File: config.mk
export PLATFORM = sky130hd
export DESIGN_NAME = sar_adc_readout
export DESIGN_NICKNAME = d
export VERILOG_FILES = /design/src/include/sar_pkg.sv /design/src/rtl/sar_fifo.sv /design/src/rtl/sar_adc_readout.sv
export SDC_FILE = /design/constraint.sdc
export NUM_CORES = 1
export LEC_CHECK = 0
export BUFFER_PORTS_ARGS = -buffer_cell sky130_fd_sc_hd__buf_2
export CAP_MARGIN = 20
export CORE_ASPECT_RATIO = 0.8
export CORE_MARGIN = 2
export CORE_UTILIZATION = 56
export DETAILED_ROUTE_END_ITERATION = 8
export GPL_ROUTABILITY_DRIVEN = 0
export PLACE_DENSITY = 0.77
export SYNTH_ARGS = -nofsm -noshare
export SYNTH_HDL_FRONTEND = slang
export SYNTH_SLANG_ARGS = --single-unit
File: constraint.sdc
create_clock -name sys_clk -period 3.97 [get_ports sys_clk]
set_input_delay 1.191 -clock sys_clk [delete_from_list [all_inputs] [get_ports sys_clk]]
set_output_delay 1.191 -clock sys_clk [all_outputs]
set_load 0.02 [all_outputs]
File: src/include/sar_pkg.sv
// Shared constants and types for the converter serial readout
package sar_pkg;
  localparam int          RES_BITS      = 16;
  localparam int          CNT_W         = 3;
  localparam int          LOG_DEPTH     = 32;
  localparam logic [2:0]  SAMPLE_FALLS  = 3'h5;
  localparam logic [3:0]  TOP_IDX       = 4'hf;
  localparam logic [3:0]  BOTTOM_IDX    = 4'h0;
  localparam logic [3:0]  FIRST_REP_IDX = 4'h1;
  localparam logic [15:0] TRIAL_START   = 16'h8000;
  localparam logic [15:0] CODE_RESET    = 16'h0000;

  typedef enum logic [2:0] {
    SAR_IDLE,
    SAR_SAMPLE,
    SAR_NULL,
    SAR_CONV,
    SAR_REPEAT,
    SAR_TAIL,
    SAR_DONE
  } sar_state_t;
endpackage

File: src/rtl/sar_fifo.sv
// Result log FIFO with valid/ready on both sides
`timescale 1ns/1ps
module sar_fifo #(
  parameter int WIDTH = 16,
  parameter int DEPTH = 32
) (
  input  wire logic             sys_clk,
  input  wire logic             sys_rst,
  input  wire logic             in_valid,
  output logic                  in_ready,
  input  wire logic [WIDTH-1:0] in_data,
  output logic                  out_valid,
  input  wire logic             out_ready,
  output logic [WIDTH-1:0]      out_data
);
  localparam int AW = $clog2(DEPTH);

  logic [WIDTH-1:0] mem [DEPTH];
  logic [AW-1:0]    wr_ptr_r;
  logic [AW-1:0]    wr_ptr_nxt;
  logic [AW-1:0]    rd_ptr_r;
  logic [AW-1:0]    rd_ptr_nxt;
  logic [AW:0]      count_r;
  logic [AW:0]      count_nxt;
  logic             push;
  logic             pop;

  assign in_ready  = (count_r != (AW + 1)'(DEPTH));
  assign out_valid = (count_r != '0);
  assign out_data  = mem[rd_ptr_r];
  assign push      = in_valid && in_ready;
  assign pop       = out_valid && out_ready;

  always_comb begin
    wr_ptr_nxt = push ? AW'(wr_ptr_r + 1'b1) : wr_ptr_r;
    rd_ptr_nxt = pop ? AW'(rd_ptr_r + 1'b1) : rd_ptr_r;
    count_nxt  = count_r;
    if (push && !pop) begin
      count_nxt = (AW + 1)'(count_r + 1'b1);
    end else if (pop && !push) begin
      count_nxt = (AW + 1)'(count_r - 1'b1);
    end
  end

  always_ff @(posedge sys_clk) begin
    if (sys_rst) begin
      wr_ptr_r <= '0;
      rd_ptr_r <= '0;
      count_r  <= '0;
    end else begin
      wr_ptr_r <= wr_ptr_nxt;
      rd_ptr_r <= rd_ptr_nxt;
      count_r  <= count_nxt;
    end
  end

  // Storage has no reset; only the pointers and count_r define what is valid
  always_ff @(posedge sys_clk) begin
    if (push) begin
      mem[wr_ptr_r] <= in_data;
    end
  end
endmodule // sar_fifo

File: src/rtl/sar_adc_readout.sv
// Conversion sequencing and serial readout of the successive-approximation converter
`timescale 1ns/1ps
module sar_adc_readout
  import sar_pkg::*;
(
  input  wire logic                sys_clk,
  input  wire logic                sys_rst,
  input  wire logic                select_n,
  input  wire logic                conversion_clock,
  input  wire logic                comparator_in,
  output logic [RES_BITS-1:0]      dac_code,
  output logic                     sample_active,
  output logic                     analog_active,
  output logic                     digital_active,
  output logic                     serial_data_out,
  output logic                     serial_data_oe,
  output logic                     result_valid,
  input  wire logic                result_ready,
  output logic [RES_BITS-1:0]      result_data,
  output logic                     result_log_ready
);
  sar_state_t          state_r;
  sar_state_t          state_nxt;
  logic [CNT_W-1:0]    cnt_r;
  logic [CNT_W-1:0]    cnt_nxt;
  logic [3:0]          bit_idx_r;
  logic [3:0]          bit_idx_nxt;
  logic [RES_BITS-1:0] trial_r;
  logic [RES_BITS-1:0] trial_nxt;
  logic [RES_BITS-1:0] result_r;
  logic [RES_BITS-1:0] result_nxt;
  logic                sdo_r;
  logic                sdo_nxt;
  logic                oe_r;
  logic                oe_nxt;
  logic                clk_q_r;
  logic                clk_fall;
  logic                log_push;
  logic                rep_bit;

  // Conversion clock is synchronous to sys_clk; edges come from one stored sample
  assign clk_fall        = clk_q_r && !conversion_clock;
  assign dac_code        = trial_r;
  assign serial_data_out = sdo_r;
  assign serial_data_oe  = oe_r;
  assign rep_bit         = result_r[bit_idx_r];
  assign sample_active   = (state_r == SAR_SAMPLE);
  assign analog_active   = (state_r == SAR_SAMPLE) || (state_r == SAR_NULL) || (state_r == SAR_CONV);
  assign digital_active  = (state_r != SAR_IDLE);

  // Offset-binary decision: keep the comparator verdict, set the next trial bit
  function automatic logic [RES_BITS-1:0] sar_decide(input logic [RES_BITS-1:0] trial,
                                                     input logic [3:0]          idx,
                                                     input logic                cmp);
    logic [RES_BITS-1:0] t;
    t      = trial;
    t[idx] = cmp;
    if (idx != BOTTOM_IDX) begin
      t[idx - 1'b1] = 1'b1;
    end
    return t;
  endfunction

  always_comb begin
    state_nxt   = state_r;
    cnt_nxt     = cnt_r;
    bit_idx_nxt = bit_idx_r;
    trial_nxt   = trial_r;
    result_nxt  = result_r;
    sdo_nxt     = sdo_r;
    oe_nxt      = oe_r;
    log_push    = 1'b0;
    if (select_n) begin
      state_nxt   = SAR_IDLE;
      cnt_nxt     = '0;
      bit_idx_nxt = TOP_IDX;
      trial_nxt   = CODE_RESET;
      sdo_nxt     = 1'b0;
      oe_nxt      = 1'b0;
    end else begin
      unique case (state_r)
        SAR_IDLE: begin
          state_nxt = SAR_SAMPLE;
          cnt_nxt   = '0;
        end
        SAR_SAMPLE: begin
          if (clk_fall) begin
            cnt_nxt = CNT_W'(cnt_r + 1'b1);
            if (cnt_r == SAMPLE_FALLS - 1'b1) begin
              state_nxt   = SAR_NULL;
              oe_nxt      = 1'b1;
              sdo_nxt     = 1'b0;
              trial_nxt   = TRIAL_START;
              bit_idx_nxt = TOP_IDX;
            end
          end
        end
        SAR_NULL, SAR_CONV: begin
          if (clk_fall) begin
            // Bit goes out in the same edge it is decided: no latency
            trial_nxt = sar_decide(trial_r, bit_idx_r, comparator_in);
            sdo_nxt   = (bit_idx_r == TOP_IDX) ? !comparator_in : comparator_in;
            if (bit_idx_r == BOTTOM_IDX) begin
              result_nxt  = {!trial_nxt[RES_BITS-1], trial_nxt[RES_BITS-2:0]};
              log_push    = 1'b1;
              state_nxt   = SAR_REPEAT;
              bit_idx_nxt = FIRST_REP_IDX;
            end else begin
              state_nxt   = SAR_CONV;
              bit_idx_nxt = bit_idx_r - 1'b1;
            end
          end
        end
        SAR_REPEAT: begin
          if (clk_fall) begin
            sdo_nxt = rep_bit;
            if (bit_idx_r == TOP_IDX) begin
              state_nxt = SAR_TAIL;
            end else begin
              bit_idx_nxt = bit_idx_r + 1'b1;
            end
          end
        end
        SAR_TAIL: begin
          if (clk_fall) begin
            oe_nxt    = 1'b0;
            sdo_nxt   = 1'b0;
            state_nxt = SAR_DONE;
          end
        end
        SAR_DONE: begin
          state_nxt = SAR_DONE;
        end
      endcase
    end
  end

  always_ff @(posedge sys_clk) begin
    if (sys_rst) begin
      state_r   <= SAR_IDLE;
      cnt_r     <= '0;
      bit_idx_r <= TOP_IDX;
      trial_r   <= CODE_RESET;
      result_r  <= CODE_RESET;
      sdo_r     <= 1'b0;
      oe_r      <= 1'b0;
      clk_q_r   <= 1'b0;
    end else begin
      state_r   <= state_nxt;
      cnt_r     <= cnt_nxt;
      bit_idx_r <= bit_idx_nxt;
      trial_r   <= trial_nxt;
      result_r  <= result_nxt;
      sdo_r     <= sdo_nxt;
      oe_r      <= oe_nxt;
      clk_q_r   <= conversion_clock;
    end
  end

  // A full log drops the new result; result_log_ready lets the user see that coming
  sar_fifo #(
    .WIDTH (RES_BITS),
    .DEPTH (LOG_DEPTH)
  ) u_log (
    .sys_clk   (sys_clk),
    .sys_rst   (sys_rst),
    .in_valid  (log_push),
    .in_ready  (result_log_ready),
    .in_data   (result_nxt),
    .out_valid (result_valid),
    .out_ready (result_ready),
    .out_data  (result_data)
  );

  chk_shift_fall: assert property (@(posedge sys_clk) disable iff (sys_rst)
    ($changed(sdo_r) && !$past(select_n)) |-> $past(clk_fall))
    else $error("serial bit changed without a clock fall");
  chk_start_seq: assert property (@(posedge sys_clk) disable iff (sys_rst)
    ($past(select_n) && !select_n) |=> (state_r == SAR_SAMPLE) && (cnt_r == '0))
    else $error("select fall did not start sampling");
  chk_sample_quiet: assert property (@(posedge sys_clk) disable iff (sys_rst)
    (state_r == SAR_SAMPLE) |-> !oe_r)
    else $error("output enabled during sample phase");
  chk_null_bit: assert property (@(posedge sys_clk) disable iff (sys_rst)
    $rose(oe_r) |-> !sdo_r && (state_r == SAR_NULL) && (cnt_r == SAMPLE_FALLS))
    else $error("null bit not low on fifth fall");
  chk_decide_bit: assert property (@(posedge sys_clk) disable iff (sys_rst || select_n)
    (state_r == SAR_CONV && clk_fall && !select_n) |=> (sdo_r == $past(comparator_in)))
    else $error("result bit not the current decision");
  chk_sign_bit: assert property (@(posedge sys_clk) disable iff (sys_rst || select_n)
    (state_r == SAR_NULL && clk_fall && !select_n) |=> (sdo_r == !$past(comparator_in)))
    else $error("sign bit not two's complement");
  chk_repeat_lsb: assert property (@(posedge sys_clk) disable iff (sys_rst || select_n)
    (state_r == SAR_REPEAT && clk_fall && !select_n) |=> (sdo_r == $past(rep_bit)))
    else $error("repeated bit wrong");
  chk_tail_tri: assert property (@(posedge sys_clk) disable iff (sys_rst || select_n)
    (state_r == SAR_TAIL && clk_fall && !select_n) |=> !oe_r && (state_r == SAR_DONE))
    else $error("output not tri-stated after repeat");
  chk_done_hold: assert property (@(posedge sys_clk) disable iff (sys_rst)
    (state_r == SAR_DONE && !select_n) |=> (state_r == SAR_DONE) && !oe_r)
    else $error("clocking disturbed finished conversion");
  chk_abort_clear: assert property (@(posedge sys_clk) disable iff (sys_rst)
    select_n |=> (state_r == SAR_IDLE) && !oe_r && (cnt_r == '0))
    else $error("select high did not abort and clear");
  chk_power_split: assert property (@(posedge sys_clk) disable iff (sys_rst)
    (state_r == SAR_DONE) |-> !analog_active && digital_active)
    else $error("power state wrong after completion");

  cov_full_conv: cover property (@(posedge sys_clk) disable iff (sys_rst)
    (state_r == SAR_TAIL) ##1 (state_r == SAR_DONE));
  cov_short_cycle: cover property (@(posedge sys_clk) disable iff (sys_rst)
    (state_r == SAR_CONV) ##1 (state_r == SAR_IDLE));
  cov_log_full: cover property (@(posedge sys_clk) disable iff (sys_rst)
    !result_log_ready);
endmodule // sar_adc_readout

# Yosys cells after proc, flatten, opt, wreduce, memory -nomap -nowiden
# Memories as Yosys holds them, arrays and structs flattened. A register that Yosys moved wholly into a read port is not among the register bits.
# Index checks and enable logic that the tools add are counted.
# word_totals
n_memories,1
out_inout_bits,39
mem_bits_rw,512
wordCells,129
regBits,61
input_bits,6
# op_classes
n_reduce_logical,33
order_cmp,4
n_eq_ne,16
addsub,7
bitwise_logic,1
muxes,56
# mem_list
name,words,width,rd,rd_ports_with_merged_regs,write_ports,line_no,rtl
u_log.mem,32,16,1,1,1,sar_fifo.sv:18,logic [WIDTH-1:0] mem [DEPTH];
# ops
cell,count
$mux 16,11
$pmux 16 s2,1
$mux 3,8
$mux 4,6
$pmux 3 s6,1
$reduce_and 6->1,3
$mux 1,17
$bwmux 16,1
$or 16x16->16,1
$eq 3x3->1 const B,4
$mux 6,2
$pmux 4 s3,1
$add 5x1->5 const B,2
$lt 4x5->1 const B,2
$mux 5,2
$ne 2x2->1 const B,5
$demux 1 s4,2
$ge 4x1->1 const B,2
$reduce_and 4->1,2
$reduce_bool 2->1,4
$reduce_bool 4->1,2
$logic_and 1x1->1,7
$add 6x1->6 const B,1
$eq 3x2->1 const B,2
other kinds (20),28

# Logic depth before layout (Yosys ltp)
# logic_depth
depth_word,15
mapped_depth,15

# Modules after synthesis
# From an unflattened synthesis, not the netlist that was laid out.
# hier_totals
cells_unflattened,1417
area_unflattened_um2,23441.2
# by_module_without_submodules
mod,area_per_inst_um2,cells_each,instances
sar_fifo,20698.6,1079,1
sar_adc_readout,2742.6,338,1

# Worst setup path before layout
# No wires, ideal clock.
# synth_path
path_type,input to register
startpoint,input port conversion_clock
endpoint,register u_log.count_r[5]
stages,13
arrival_time_ps,3697
slack_ps,146
setup_ps,128
path_cell_list,nand4bb_1 -> clkbuf_1 -> nor3_4 -> and2_1 -> buf_2 -> ha_1 -> inv_1 -> ha_1 -> or4_1 -> a311o_1 -> o311ai_0 -> xnor2_1 -> nor2_1
# synth_via
elab_chain_cells,9
# synth_lines
element,line_no,rtl
"start, declared",sar_adc_readout.sv:9,"input wire logic conversion_clock,"
$logic_not 1->1 (*),sar_adc_readout.sv:42,assign clk_fall = clk_q_r && !conversion_clock;
$logic_and 1x1->1 (*),sar_adc_readout.sv:42,
$mux 1 (*),sar_adc_readout.sv:99,if (clk_fall) begin
$mux 1 (*),sar_adc_readout.sv:81,unique case (state_r)
$mux 1 (*),sar_adc_readout.sv:73,if (select_n) begin
$logic_and 1x1->1 (*),sar_fifo.sv:31,assign push = in_valid && in_ready;
via u_log.push,sar_fifo.sv:25,logic push;
$logic_not 1->1,sar_fifo.sv:40,end else if (pop && !push) begin
$logic_and 1x1->1,sar_fifo.sv:40,
$reduce_bool 2->1 (no line),n/a,
"end signal, assigned",sar_fifo.sv:53,count_r <= count_nxt;
"end, declared",sar_fifo.sv:23,logic [AW:0] count_r;
# Mark *: on every way through the listed nets, which the timed path passes. The rest lies on a longest branch.
# A chain may end at the register's enable or synchronous reset.

==> impl_metrics.json <==
{
  "status": "finished with violations",
  "violations": "setup timing",
  "synth_compound_area_share_pct": 3.16,
  "drtIter0Drc": 1405,
  "ys_ff_latch": 578,
  "root_buffer": "clkbuf_16",
  "met1_usage_pct": 36.9,
  "worstSetupPathType": "register to primary output",
  "hold_viol_final": 0,
  "viasPerCell": 6.39,
  "p_per_area_nw_per_um2": 478,
  "antenna_left": 0,
  "initial_core_util_pct": 56.9,
  "drc": 0,
  "io_buffers": 44,
  "dieWidth_um": 232,
  "synthCells": 1228,
  "critPathTopFamily": "multiplexers",
  "core_um2": 40800,
  "path_common_cell": "mux4_2",
  "hold_depth": 2,
  "hold_buffers": 0,
  "min_path_type": "register to register",
  "cp_slowest_cell": "mux4_2",
  "grt_overflow": 0,
  "area_growth_syn_to_layout_pct": 15.4,
  "wl_per_cell_um": 28.0,
  "crit_path_start_kind": "register",
  "drv_cap": 0,
  "grt_max_degree": 67,
  "path_cells": "buf_4, clkbuf_16, mux4_2, mux4_2, mux2_4, buf_6",
  "synth-seq-area-share_pct": 71.9,
  "grtUsageMet2_pct": 39.0,
  "finalSetupViolCount": 16,
  "synthArstFlopShare_pct": 0,
  "synth_cell_types": 57,
  "grtUsageTotal_pct": 25.1,
  "final_core_util_pct": 65.7,
  "gr-usage-met3_pct": 4.21,
  "synth_top_family_by_area": "multiplexers",
  "antenna_found_initial": 0,
  "ir_worst_vdd_mv": 0.379,
  "dp_hpwl_um": 30600,
  "arrival_ns": 2.93,
  "synth-xor-area-share_pct": 0.566,
  "die_h_um": 186,
  "critPathBufInv": 3,
  "critPathMaxFanout": 8,
  "crit_required_ns": 2.78,
  "cp_num_cells": 6,
  "firstDrtPassIters": 6,
  "wl_um": 54400,
  "min_period_ns": 4.12,
  "dr_total_vias": 12400,
  "cts_tree": "done",
  "slew_headroom_pct": 44.8,
  "p_leak_uw": 0.00752,
  "reg2reg_depth": 13,
  "rows": 66,
  "io_pins": 45,
  "tightest_slew_ns": 0.826,
  "diodes": 0,
  "fmax_mhz": 243,
  "synth_fp_nets": 1252,
  "syn_area_per_cell_um2": 18.9,
  "clk_pin_slew_worst_paths_ns": 0.06,
  "clkSinkCount": 578,
  "insertion_delay_ns": 0.58,
  "cts_max_level": 2,
  "post-route-period-util_pct": 104,
  "numCtsBuffers": 54,
  "fin_nets": 1382,
  "top_usage_layer": "met2",
  "hold_ws_ns": 0.483,
  "synth_edf_count": 512,
  "grt_pass1_vias": 12200,
  "drv_slew": 0,
  "synth-simple-area-share_pct": 4.40,
  "fin_worst_skew_ns": 0.0191,
  "critPathMaxStageDelay_ns": 0.57,
  "finalPower_uw": 12800,
  "clock_path_buffers": 3,
  "yosysWarnings": 0,
  "grt_pass1_wl_um": 78800,
  "cp-end-kind": "primary output",
  "netlist_area_um2": 23200,
  "muxShareOfSynthArea_pct": 17.4,
  "fin_ws_ns": -0.148,
  "drive_above_1_share_pct": 32.5,
  "dieArea_um2": 43100,
  "dp_slack_ns": 0.315,
  "synthAdderAreaFrac_pct": 1.00,
  "rsz0062_at_grt": "true",
  "synth-main-ff-cell": "edfxtp_1"
}
==> per-stage QoR <==
step           area (um2)  TNS [ns]  cells
6_report            26800     -1.43   1942
3_3_place_gp        24700         0   1827
2_1_floorplan       23200         0   1228
4_1_cts             26600     -1.70   1934
5_1_grt             26800     -2.37   1942
3_5_place_dp        24700         0   1827
==> final cells by class <==
type,count,area [um2]
sequential,578,16700
fill,2589,14000
multi-input combinational,558,6320
timing repair buffer,147,1430
clock buffer,64,1410
tap,544,681
clock inverter,32,179
inverter,19,71.3
==> synth_stat cells, types with 3 or more instances <==
cell type / n / area, um2
nand4_1: 3 / 18.8
buf_1: 5 / 18.8
and3_1: 4 / 25.0
nand2_1: 35 / 131
ha_1: 17 / 213
a31oi_1: 6 / 37.5
buf_4: 3 / 22.5
nand3_1: 21 / 105
a32oi_1: 5 / 43.8
or3b_2: 3 / 26.3
nor2b_1: 21 / 131
o21a_1: 4 / 30.0
nand2b_1: 9 / 56.3
o21ai_0: 21 / 105
mux2i_1: 14 / 140
dfxtp_1: 66 / 1320
a211oi_1: 3 / 22.5
a21oi_1: 49 / 245
or2_2: 3 / 18.8
o211ai_1: 3 / 22.5
or3_1: 4 / 25.0
clkbuf_1: 49 / 184
xnor2_1: 8 / 70.1
nor2_1: 86 / 323
edfxtp_1: 512 / 15400
inv_1: 19 / 71.3
mux2_2: 18 / 203
nor3_1: 4 / 20.0
xor2_1: 7 / 61.3
a21boi_0: 4 / 30.0
buf_2: 16 / 80.1
a311oi_1: 3 / 26.3
nand3b_1: 5 / 37.5
mux4_2: 164 / 3690
a22o_1: 5 / 43.8
==> logic make-up (layout without fill, tap and decap cells) <==
family | Yosys count | after routing
buffers and inverters | 92 | 262
flip-flops | 578 | 578
multiplexers | 196 | 196
AND/OR/NAND/NOR | 210 | 210
adder cells (fa/ha/maj) | 18 | 18
AO/OA/AOI/OAI | 119 | 119
XOR/XNOR | 15 | 15
==> final timing paths <==
path,from,slack (ns),endpoint
max,register,-0.15,result_data[4]
min,dac_code[15],0.48,dac_code[15]
max reg2reg,bit_idx_r[1],0.61,u_log.count_r[5]
min reg2reg,dac_code[15],0.48,dac_code[15]
==> layer usage <==
layer	vias up	share of wire (%)	wire length, um
met5	-	0	0
met4	0	2.6	1400
met3	82	8.9	4840
met2	708	48	25900
met1	6402	41	22300
li1	5212	-	-
==> report_power, final <==
part	leakage (uW)	internal (uW)	switching (uW)
clock	0.000766	2580	2170
sequential	0.00437	6550	50.9
combinational	0.00239	740	705
total	0.00752	9880	2930
==> state kept, by name (all words and copies together) (netlist names), named ones only <==
name,cells
u_log.mem,512
dac_code,16
result_r,16
u_log.count_r,6
u_log.rd_ptr_r,5
u_log.wr_ptr_r,5
bit_idx_r,4
cnt_r,3
state_r,3
clk_q_r,1
serial_data_oe,1
serial_data_out,1
==> worst min-delay path, stage by stage, from the launching register on <==
cell and delay (ns):
dfxtp_1 0.32, inv_1 0.07, a21oi_1 0.05
==> timing repair <==
action                                  4_1_cts  5_1_grt
buffers inserted                              5        4
gates resized for setup                      36        8
cloned                                        6        4
endpoints found under the setup margin       16       16
==> cells in the final DEF (no fill, tap or decap), drive strengths merged, types with 6 or more instances in the layout <==
master  instances
edfxtp        512
mux4          164
buf           144
nor2           86
clkbuf         67
dfxtp          66
a21oi          49
nand2          35
clkinv         25
nand3          22
nor2b          21
o21ai          21
inv            20
mux2           18
ha             17
mux2i          14
nand2b          9
xnor2           8
xor2            7
a31oi           6
Note: power is estimated with default switching activity, not from simulation.
